[src/shared/mipend_pkg.sv]
// Constants for the pending interrupt status block
package mipend_pkg;
	localparam logic [7:0] MIPEND_STAT_ADDR = 8'h14;
	localparam logic [7:0] MIPEND_STAT_RST = 8'h00;
	localparam int MIPEND_TILT = 0;
	localparam int MIPEND_FLIP = 1;
	localparam int MIPEND_ANYM = 2;
	localparam int MIPEND_SHAKE = 3;
	localparam int MIPEND_T35 = 4;
	localparam int MIPEND_QUEUE = 5;
	localparam int MIPEND_RESV = 6;
	localparam int MIPEND_ACQ = 7;
	localparam int MIPEND_MC_TILTFLIP = 0;
	localparam int MIPEND_MC_ANYM = 2;
	localparam int MIPEND_MC_SHAKE = 3;
	localparam int MIPEND_MC_T35 = 4;
	localparam int MIPEND_NBITS = 8;
endpackage

[src/core/mipend_latch.sv]
// One sticky pending bit with set-over-clear priority
`timescale 1ns/100ps
module mipend_latch (
	input wire logic clock, // System clock
	input wire logic srst, // Synchronous reset
	input wire logic set_i, // Qualified event
	input wire logic clr_i, // Host clear request
	output logic pend_o // Pending level
);
	logic pend_q;
	logic pend_d;
	// Set wins so an event in the clear cycle survives
	assign pend_d = set_i | (pend_q & ~clr_i); // [RULE12]
	always_ff @(posedge clock) begin
		if (srst) begin
			pend_q <= 1'b0;
		end else begin
			pend_q <= pend_d;
		end
	end
	assign pend_o = pend_q;
endmodule // mipend_latch

[src/core/mipend_top.sv]
// Pending interrupt status byte for the motion sensor
// Behaviour
// [RULE1] A pending bit sets only when its interrupt enable bit is set.
// [RULE2] Default: any status write clears all pending bits regardless of data.
// [RULE3] With per-bit clear selected, a write clears only bits set in data.
// [RULE4] Status at 0x14, reset 0x00; tilt,flip,anym,shake,t35,queue,resv,acq.
// [RULE5] Tilt pends on event with enable bit 0 and tilt/flip feature on.
// [RULE6] Flip pends on event with enable bit 1 and tilt/flip feature on.
// [RULE7] Any-motion pends with enable bit 2 and any-motion feature on.
// [RULE8] Shake needs enable bit 3, feature bit 3 and any-motion feature.
// [RULE9] Tilt-35 needs enable bit 4, feature bit 4 and any-motion feature.
// [RULE10] Queue pending is OR of full, level and empty queue flags.
// [RULE11] Sample-acquired pends only in wake state with enable bit 7.
// [RULE12] Pending bits stay set until host clears; bit 6 reads zero.
`timescale 1ns/100ps
module mipend_top
	import mipend_pkg::*;
(
	input wire logic clock, // System clock, 100 MHz
	input wire logic srst, // Synchronous reset, active high
	input wire logic [7:0] int_enable, // Interrupt enable register
	input wire logic [7:0] motion_ctrl, // Motion control register
	input wire logic per_bit_clear_select, // Bitmask clear mode
	input wire logic wake_state, // Device in wake state
	input wire logic tilt_evt, // Tilt event pulse
	input wire logic flip_evt, // Flip event pulse
	input wire logic anym_evt, // Any-motion event pulse
	input wire logic shake_evt, // Shake event pulse
	input wire logic t35_evt, // Tilt-35 event pulse
	input wire logic acq_evt, // Sample acquired pulse
	input wire logic queue_full_flag, // Queue full flag
	input wire logic queue_level_flag, // Queue threshold flag
	input wire logic queue_empty_flag, // Queue empty flag
	input wire logic reg_wr, // Register write strobe
	input wire logic [7:0] reg_addr, // Register address
	input wire logic [7:0] reg_wdata, // Register write data
	output logic [7:0] pending_interrupt_flags // Status byte
);
	logic [7:0] set_w;
	logic [7:0] clr_w;
	logic [7:0] pend_w;
	logic [7:0] stat_q;
	logic stat_wr;
	logic tf_on;
	logic am_on;

	assign stat_wr = reg_wr & (reg_addr == MIPEND_STAT_ADDR); // [RULE4]
	assign tf_on = motion_ctrl[MIPEND_MC_TILTFLIP];
	assign am_on = motion_ctrl[MIPEND_MC_ANYM];

	assign set_w[MIPEND_TILT] = tilt_evt & int_enable[MIPEND_TILT]
		& tf_on; // [RULE1] [RULE5]
	assign set_w[MIPEND_FLIP] = flip_evt & int_enable[MIPEND_FLIP]
		& tf_on; // [RULE6]
	assign set_w[MIPEND_ANYM] = anym_evt & int_enable[MIPEND_ANYM]
		& am_on; // [RULE7]
	assign set_w[MIPEND_SHAKE] = shake_evt & int_enable[MIPEND_SHAKE]
		& motion_ctrl[MIPEND_MC_SHAKE] & am_on; // [RULE8]
	assign set_w[MIPEND_T35] = t35_evt & int_enable[MIPEND_T35]
		& motion_ctrl[MIPEND_MC_T35] & am_on; // [RULE9]
	// Queue flags already latch upstream; gated by its enable too
	assign set_w[MIPEND_QUEUE] = (queue_full_flag | queue_level_flag
		| queue_empty_flag) & int_enable[MIPEND_QUEUE]; // [RULE10]
	assign set_w[MIPEND_RESV] = 1'b0; // [RULE12]
	assign set_w[MIPEND_ACQ] = acq_evt & int_enable[MIPEND_ACQ]
		& wake_state; // [RULE11]

	// Write data is a don't-care unless per-bit clear is selected
	assign clr_w = per_bit_clear_select ? ({8{stat_wr}} & reg_wdata)
		: {8{stat_wr}}; // [RULE2] [RULE3]

	genvar gi;
	generate
		for (gi = 0; gi < MIPEND_NBITS; gi++) begin : g_bit
			mipend_latch u_latch (
				.clock(clock),
				.srst(srst),
				.set_i(set_w[gi]),
				.clr_i(clr_w[gi]),
				.pend_o(pend_w[gi])
			);
		end
	endgenerate

	// Output register keeps the port straight from a flop
	always_ff @(posedge clock) begin
		if (srst) begin
			stat_q <= MIPEND_STAT_RST; // [RULE4]
		end else begin
			stat_q <= pend_w;
		end
	end
	assign pending_interrupt_flags = stat_q;

	tilt_gate_a: assert property (@(posedge clock) disable iff (srst)
		(tilt_evt && !tf_on && !pend_w[MIPEND_TILT])
		|=> !pend_w[MIPEND_TILT]) // [RULE5]
		else $error("tilt pended without feature enable");
	enable_gate_a: assert property (@(posedge clock) disable iff (srst)
		(!int_enable[MIPEND_FLIP] && !pend_w[MIPEND_FLIP])
		|=> !pend_w[MIPEND_FLIP]) // [RULE1]
		else $error("flip pended while disabled");
	clear_all_a: assert property (@(posedge clock) disable iff (srst)
		(stat_wr && !per_bit_clear_select && set_w == 8'h00)
		|=> pend_w == 8'h00 ##1 stat_q == 8'h00) // [RULE2]
		else $error("write did not clear all");
	mask_clear_a: assert property (@(posedge clock) disable iff (srst)
		(stat_wr && per_bit_clear_select && !reg_wdata[MIPEND_ANYM])
		|=> pend_w[MIPEND_ANYM] == $past(pend_w[MIPEND_ANYM])
		|| pend_w[MIPEND_ANYM]) // [RULE3]
		else $error("unmasked bit cleared");
	shake_gate_a: assert property (@(posedge clock) disable iff (srst)
		(shake_evt && int_enable[MIPEND_SHAKE]
		&& motion_ctrl[MIPEND_MC_SHAKE] && am_on)
		|=> ##1 stat_q[MIPEND_SHAKE]) // [RULE8]
		else $error("shake not reported");
	resv_zero_a: assert property (@(posedge clock)
		disable iff (srst) !stat_q[MIPEND_RESV]) // [RULE12]
		else $error("reserved bit set");
	sticky_hold_a: assert property (@(posedge clock) disable iff (srst)
		(pend_w[MIPEND_T35] && !stat_wr) |=> pend_w[MIPEND_T35]) // [RULE12]
		else $error("pending bit dropped");
	acq_wake_a: assert property (@(posedge clock) disable iff (srst)
		(!wake_state && !pend_w[MIPEND_ACQ]) |=> !pend_w[MIPEND_ACQ]) // [RULE11]
		else $error("acquire pended outside wake");
	queue_or_a: assert property (@(posedge clock) disable iff (srst)
		(queue_empty_flag && int_enable[MIPEND_QUEUE])
		|=> ##1 stat_q[MIPEND_QUEUE]) // [RULE10]
		else $error("queue pending missing");

	tilt_set_a: assert property (@(posedge clock) disable iff (srst)
		(tilt_evt && int_enable[MIPEND_TILT] && tf_on)
		|=> pend_w[MIPEND_TILT]) // [RULE5]
		else $error("tilt event lost");

	flip_set_a: assert property (@(posedge clock) disable iff (srst)
		(flip_evt && int_enable[MIPEND_FLIP] && tf_on)
		|=> pend_w[MIPEND_FLIP]) // [RULE6]
		else $error("flip event lost");

	flip_gate_a: assert property (@(posedge clock) disable iff (srst)
		(!tf_on && !pend_w[MIPEND_FLIP])
		|=> !pend_w[MIPEND_FLIP]) // [RULE6]
		else $error("flip pended without feature enable");

	anym_set_a: assert property (@(posedge clock) disable iff (srst)
		(anym_evt && int_enable[MIPEND_ANYM] && am_on)
		|=> pend_w[MIPEND_ANYM]) // [RULE7]
		else $error("any-motion event lost");

	anym_gate_a: assert property (@(posedge clock) disable iff (srst)
		(!am_on && !pend_w[MIPEND_ANYM])
		|=> !pend_w[MIPEND_ANYM]) // [RULE7]
		else $error("any-motion pended without feature");

	shake_need_a: assert property (@(posedge clock) disable iff (srst)
		(!am_on && !pend_w[MIPEND_SHAKE])
		|=> !pend_w[MIPEND_SHAKE]) // [RULE8]
		else $error("shake pended without any-motion");

	t35_set_a: assert property (@(posedge clock) disable iff (srst)
		(t35_evt && int_enable[MIPEND_T35]
		&& motion_ctrl[MIPEND_MC_T35] && am_on)
		|=> pend_w[MIPEND_T35]) // [RULE9]
		else $error("tilt-35 event lost");

	t35_gate_a: assert property (@(posedge clock) disable iff (srst)
		(!am_on && !pend_w[MIPEND_T35])
		|=> !pend_w[MIPEND_T35]) // [RULE9]
		else $error("tilt-35 pended without any-motion");

	queue_full_a: assert property (@(posedge clock) disable iff (srst)
		(queue_full_flag && int_enable[MIPEND_QUEUE])
		|=> pend_w[MIPEND_QUEUE]) // [RULE10]
		else $error("queue full not pended");

	queue_level_a: assert property (@(posedge clock) disable iff (srst)
		(queue_level_flag && int_enable[MIPEND_QUEUE])
		|=> pend_w[MIPEND_QUEUE]) // [RULE10]
		else $error("queue level not pended");

	queue_quiet_a: assert property (@(posedge clock) disable iff (srst)
		(!queue_full_flag && !queue_level_flag && !queue_empty_flag
		&& !pend_w[MIPEND_QUEUE]) |=> !pend_w[MIPEND_QUEUE]) // [RULE10]
		else $error("queue pended with no flag");

	acq_set_a: assert property (@(posedge clock) disable iff (srst)
		(acq_evt && int_enable[MIPEND_ACQ] && wake_state)
		|=> pend_w[MIPEND_ACQ]) // [RULE11]
		else $error("acquire event lost");

	acq_enable_a: assert property (@(posedge clock) disable iff (srst)
		(!int_enable[MIPEND_ACQ] && !pend_w[MIPEND_ACQ])
		|=> !pend_w[MIPEND_ACQ]) // [RULE11]
		else $error("acquire pended while disabled");

	// Set must beat a clear landing in the same cycle
	set_wins_a: assert property (@(posedge clock) disable iff (srst)
		(set_w[MIPEND_TILT] && stat_wr)
		|=> pend_w[MIPEND_TILT]) // [RULE12]
		else $error("event lost to clear");

	out_follow_a: assert property (@(posedge clock) disable iff (srst)
		1'b1 |=> stat_q == $past(pend_w)) // [RULE4]
		else $error("status byte not one cycle behind");

	other_addr_a: assert property (@(posedge clock) disable iff (srst)
		(reg_wr && !stat_wr && set_w == 8'h00)
		|=> pend_w == $past(pend_w)) // [RULE4]
		else $error("write to other address changed status");

	mask_keep_a: assert property (@(posedge clock) disable iff (srst)
		(stat_wr && per_bit_clear_select && set_w == 8'h00)
		|=> pend_w == ($past(pend_w) & ~$past(reg_wdata))) // [RULE3]
		else $error("bitmask clear wrong");

	// Checked without disable so the reset edge itself is seen
	reset_value_a: assert property (@(posedge clock)
		srst |=> stat_q == MIPEND_STAT_RST) // [RULE4]
		else $error("status byte not reset");
endmodule // mipend_top

[config.mk]
export PLATFORM = sky130hd
export DESIGN_NAME = mipend_top
export DESIGN_NICKNAME = d
export VERILOG_FILES = /design/src/shared/mipend_pkg.sv /design/src/core/mipend_latch.sv /design/src/core/mipend_top.sv
export SDC_FILE = /design/constraint.sdc
export NUM_CORES = 1
export LEC_CHECK = 0
export ABC_CLOCK_PERIOD_IN_PS = 1500
export BUFFER_PORTS_ARGS = -buffer_cell sky130_fd_sc_hd__buf_2
export CAP_MARGIN = 20
export CORE_UTILIZATION = 35
export CTS_CLUSTER_SIZE = 12
export DETAILED_ROUTE_END_ITERATION = 8
export GPL_TIMING_DRIVEN = 0
export PLACE_DENSITY = 0.81
export SYNTH_ARGS = -nofsm -noshare
export SYNTH_HDL_FRONTEND = slang
export SYNTH_HIERARCHICAL = 1
export SYNTH_SLANG_ARGS = --single-unit
export TNS_END_PERCENT = 50
[constraint.sdc]
create_clock -name clock -period 1.5 [get_ports clock]
set_input_delay 0.225 -clock clock [delete_from_list [all_inputs] [get_ports clock]]
set_output_delay 0.225 -clock clock [all_outputs]
set_load 0.05 [all_outputs]
==> results.cfg <==
[run_status]
run_status = finished, final reports clean

[critical_path]
cp_cell_sequence = buf_2 > and4bb_1 > nand3b_4 > a2111oi_1 > nand2b_1 > a21oi_2
critPathArrivalTime_ps = 1350
critPathBufInv = 1
critical_path_start_type = input pin
critical_path_class = in -> reg
cpLargestDelayFamily = simple AND/OR/NAND/NOR gates
worst_setup_path_end_kind = register
worst_path_largest_cell_delay_ps = 370
critical_path.max_fanout = 8
critical_path.slowest_cell = sky130_fd_sc_hd__a2111oi_1
worst_path_required_time_ps = 1650

[drt]
ant_nets = 0
wl_per_cell_um = 8.66
maxUsedRoutingLayer = met4
detail_route.wirelength_mm = 1.34
drc_errors = 0
detail_route.iter0.violations = 4
vias = 697
detail_route.wirelength.met1_um = 597
wl_met3_um = 124
routed_via_density = 4.50
drt_pass1_iterations = 4
detailroute.wirelength.met2_um = 609

[clock_network]
cts-root-to-sink-buffers = 2
post_cts_resized = 0
cts_root_buf = sky130_fd_sc_hd__clkbuf_4
clock-sinks = 16
cts_post_setup_buffers_inserted = 0
hold_buffers = 0
clock_tree.htree_level_count = 1
cts_tree = yes
clock_insertion_delay_worst_skew_ps = 270
cts_inserted_buffers = 3
clk_transition_reported_paths_ps = 90

[synthesis]
synth.distinct_cells = 15
synth_seq_cells = 16
ys.flop_type = sky130_fd_sc_hd__dfxtp_1
synth-edff-count = 0
synth-seq-area-share_pct = 43.6
syn-num-nets = 122
netlist.top_cell.by_area = sky130_fd_sc_hd__dfxtp_1
avg_inst_size_synth_um2 = 9.66
synth_warnings = 6
synth.top_cells.by_count = sky130_fd_sc_hd__dfxtp_1, sky130_fd_sc_hd__inv_1, sky130_fd_sc_hd__a21oi_2, sky130_fd_sc_hd__nand2b_1, sky130_fd_sc_hd__nor2b_1
synth_top_cells_by_area = sky130_fd_sc_hd__dfxtp_1, sky130_fd_sc_hd__a2111oi_1, sky130_fd_sc_hd__a21oi_2
synthesis.area_um2 = 734
ys_async_sr_fraction_pct = 0
syn-instance-count = 76
synth_largest_type_area_fraction_pct = 43.6

[global_route]
globalRouteTotalUtil_pct = 12.5
grt_pass1_vias = 520
grt_start_max_net_pins = 17
grt_pass1_wl_mm = 2.06
grt_overflow = 0
antenna_found_initial = 0

[timing]
setup_viol = 0
max_freq_mhz = 838
finalHoldWorstSlack_ps = 282
rsz0062_at_grt = no
report.final.slew_viol_count = 0
fin_crit_ps = 1190
share_of_the_cycle_needed_by_the_critical_path_after_routing_pct = 79.6
clock-skew-final_ps = 0.720
finalHoldViolations = 0

[floorplan]
row_count = 16
fp.dieH_um = 47.8
floorplan.die.width_um = 47.8
boundaryPins = 54
floorplan.core_area_um2 = 1960
initial_utilization_pct = 37.4
die_area_um2 = 2290

[pwr]
finalPower_mw = 0.859
static-leakage-power_nw = 0.518
power_density_relative_to_cell_area_nw_per_um2 = 822
max-vdd-ir-drop_mv = 0.315

[job]
timing.max_cap.violations = 0

[finish]
n_antenna_cell = 0
area.growth.synth_to_final_pct = 42.2
post_route_cells_drive_above_1_share_pct = 50.0
num-fill-cells = 194
finalNetCount = 175

[placed_design]
dp.final_hpwl_mm = 1.11
gp_routability_congestion = 0.621
buffer_ports.inserted = 48

[hold_path]
holdCritPathClass = in -> reg
[metrics by stage]
| stage | std cells | instance area, um^2 | setup slack (ps) | util [%] | TNS, ps |
|---|---|---|---|---|---|
| 2_1_floorplan | 76 | 734 | 227 | - | 0 |
| 4_1_cts | 155 | 1040 | 285 | 53.3 | 0 |
| 3_3_place_gp | 151 | 1010 | -9.47 | 51.4 | -9.47 |
| 3_5_place_dp | 151 | 1010 | -6.34 | 51.4 | -6.34 |
| 5_1_grt | 155 | 1040 | 161 | 53.3 | 0 |
| 6_report | 155 | 1040 | 306 | 53.3 | 0 |
[state kept, by name, summed over array words and instances, names as in the netlist]
| signal | cells |
|---|---|
| g_bit.u_latch/pend_o | 8 |
| pending_interrupt_flags | 8 |
[layout make-up]
type,instances,area (um^2),area share [%]
plain buffers,1,5.00,0.479
clock buffers,4,36.3,3.47
inverters,16,60.1,5.75
multi-input cells,43,349,33.4
flip-flops and latches,16,320,30.7
well taps,27,33.8,3.23
repair buffers,48,240,23.0
[layout by cell type, fill, tap and decap left out]
cell / instances
sky130_fd_sc_hd__buf_2: 49
sky130_fd_sc_hd__inv_1: 16
sky130_fd_sc_hd__dfxtp_1: 16
sky130_fd_sc_hd__nor2b_1: 8
sky130_fd_sc_hd__nand2b_1: 8
sky130_fd_sc_hd__a21oi_2: 8
sky130_fd_sc_hd__a2111oi_1: 7
sky130_fd_sc_hd__and3_1: 4
sky130_fd_sc_hd__clkbuf_4: 3
sky130_fd_sc_hd__and4_1: 2
sky130_fd_sc_hd__and4bb_1: 1
sky130_fd_sc_hd__nand3b_4: 1
sky130_fd_sc_hd__or2_2: 1
sky130_fd_sc_hd__a2111oi_2: 1
sky130_fd_sc_hd__o31a_1: 1
sky130_fd_sc_hd__clkbuf_8: 1
sky130_fd_sc_hd__conb_1: 1
[per-layer routing]
metal / global-route usage [%] / vias up
met2: 21.9 / 29
met1: 15.7 / 307
met3: 2.26 / 2
met5: 0 / -
li1: - / 359
met4: 3.33 / 0
[cells by family after synthesis]
family	after synthesis	synth area share, %
flip-flops	16	43.6
buffers and inverters	17	8.86
other	1	0.511
AND/OR/NAND/NOR	25	24.7
AO/OA/AOI/OAI	17	22.3
[where the power goes]
part	internal (mW)	switching (mW)	total (mW)
logic	0.0660	0.0769	0.143
registers	0.443	0.00633	0.450
clock network	0.147	0.119	0.267
[worst paths after layout]
path                            depth (start not counted)                    endpoint                    start  slack (ps)
worst max register to register                          2     g_bit[5].u_latch/pend_o  g_bit[5].u_latch/pend_o         900
worst min register to register                          1  pending_interrupt_flags[2]  g_bit[2].u_latch/pend_o         470
worst max-delay path                                    6     g_bit[4].u_latch/pend_o              reg_addr[3]         310
worst min-delay path                                    4     g_bit[5].u_latch/pend_o            int_enable[5]         280
[worst reg2reg max path: stages (launching register included)]
cell	delay (ps)
sky130_fd_sc_hd__dfxtp_1	340
sky130_fd_sc_hd__nand2b_1	80
sky130_fd_sc_hd__a21oi_2	120
Note: power is estimated with default switching activity, not from simulation.
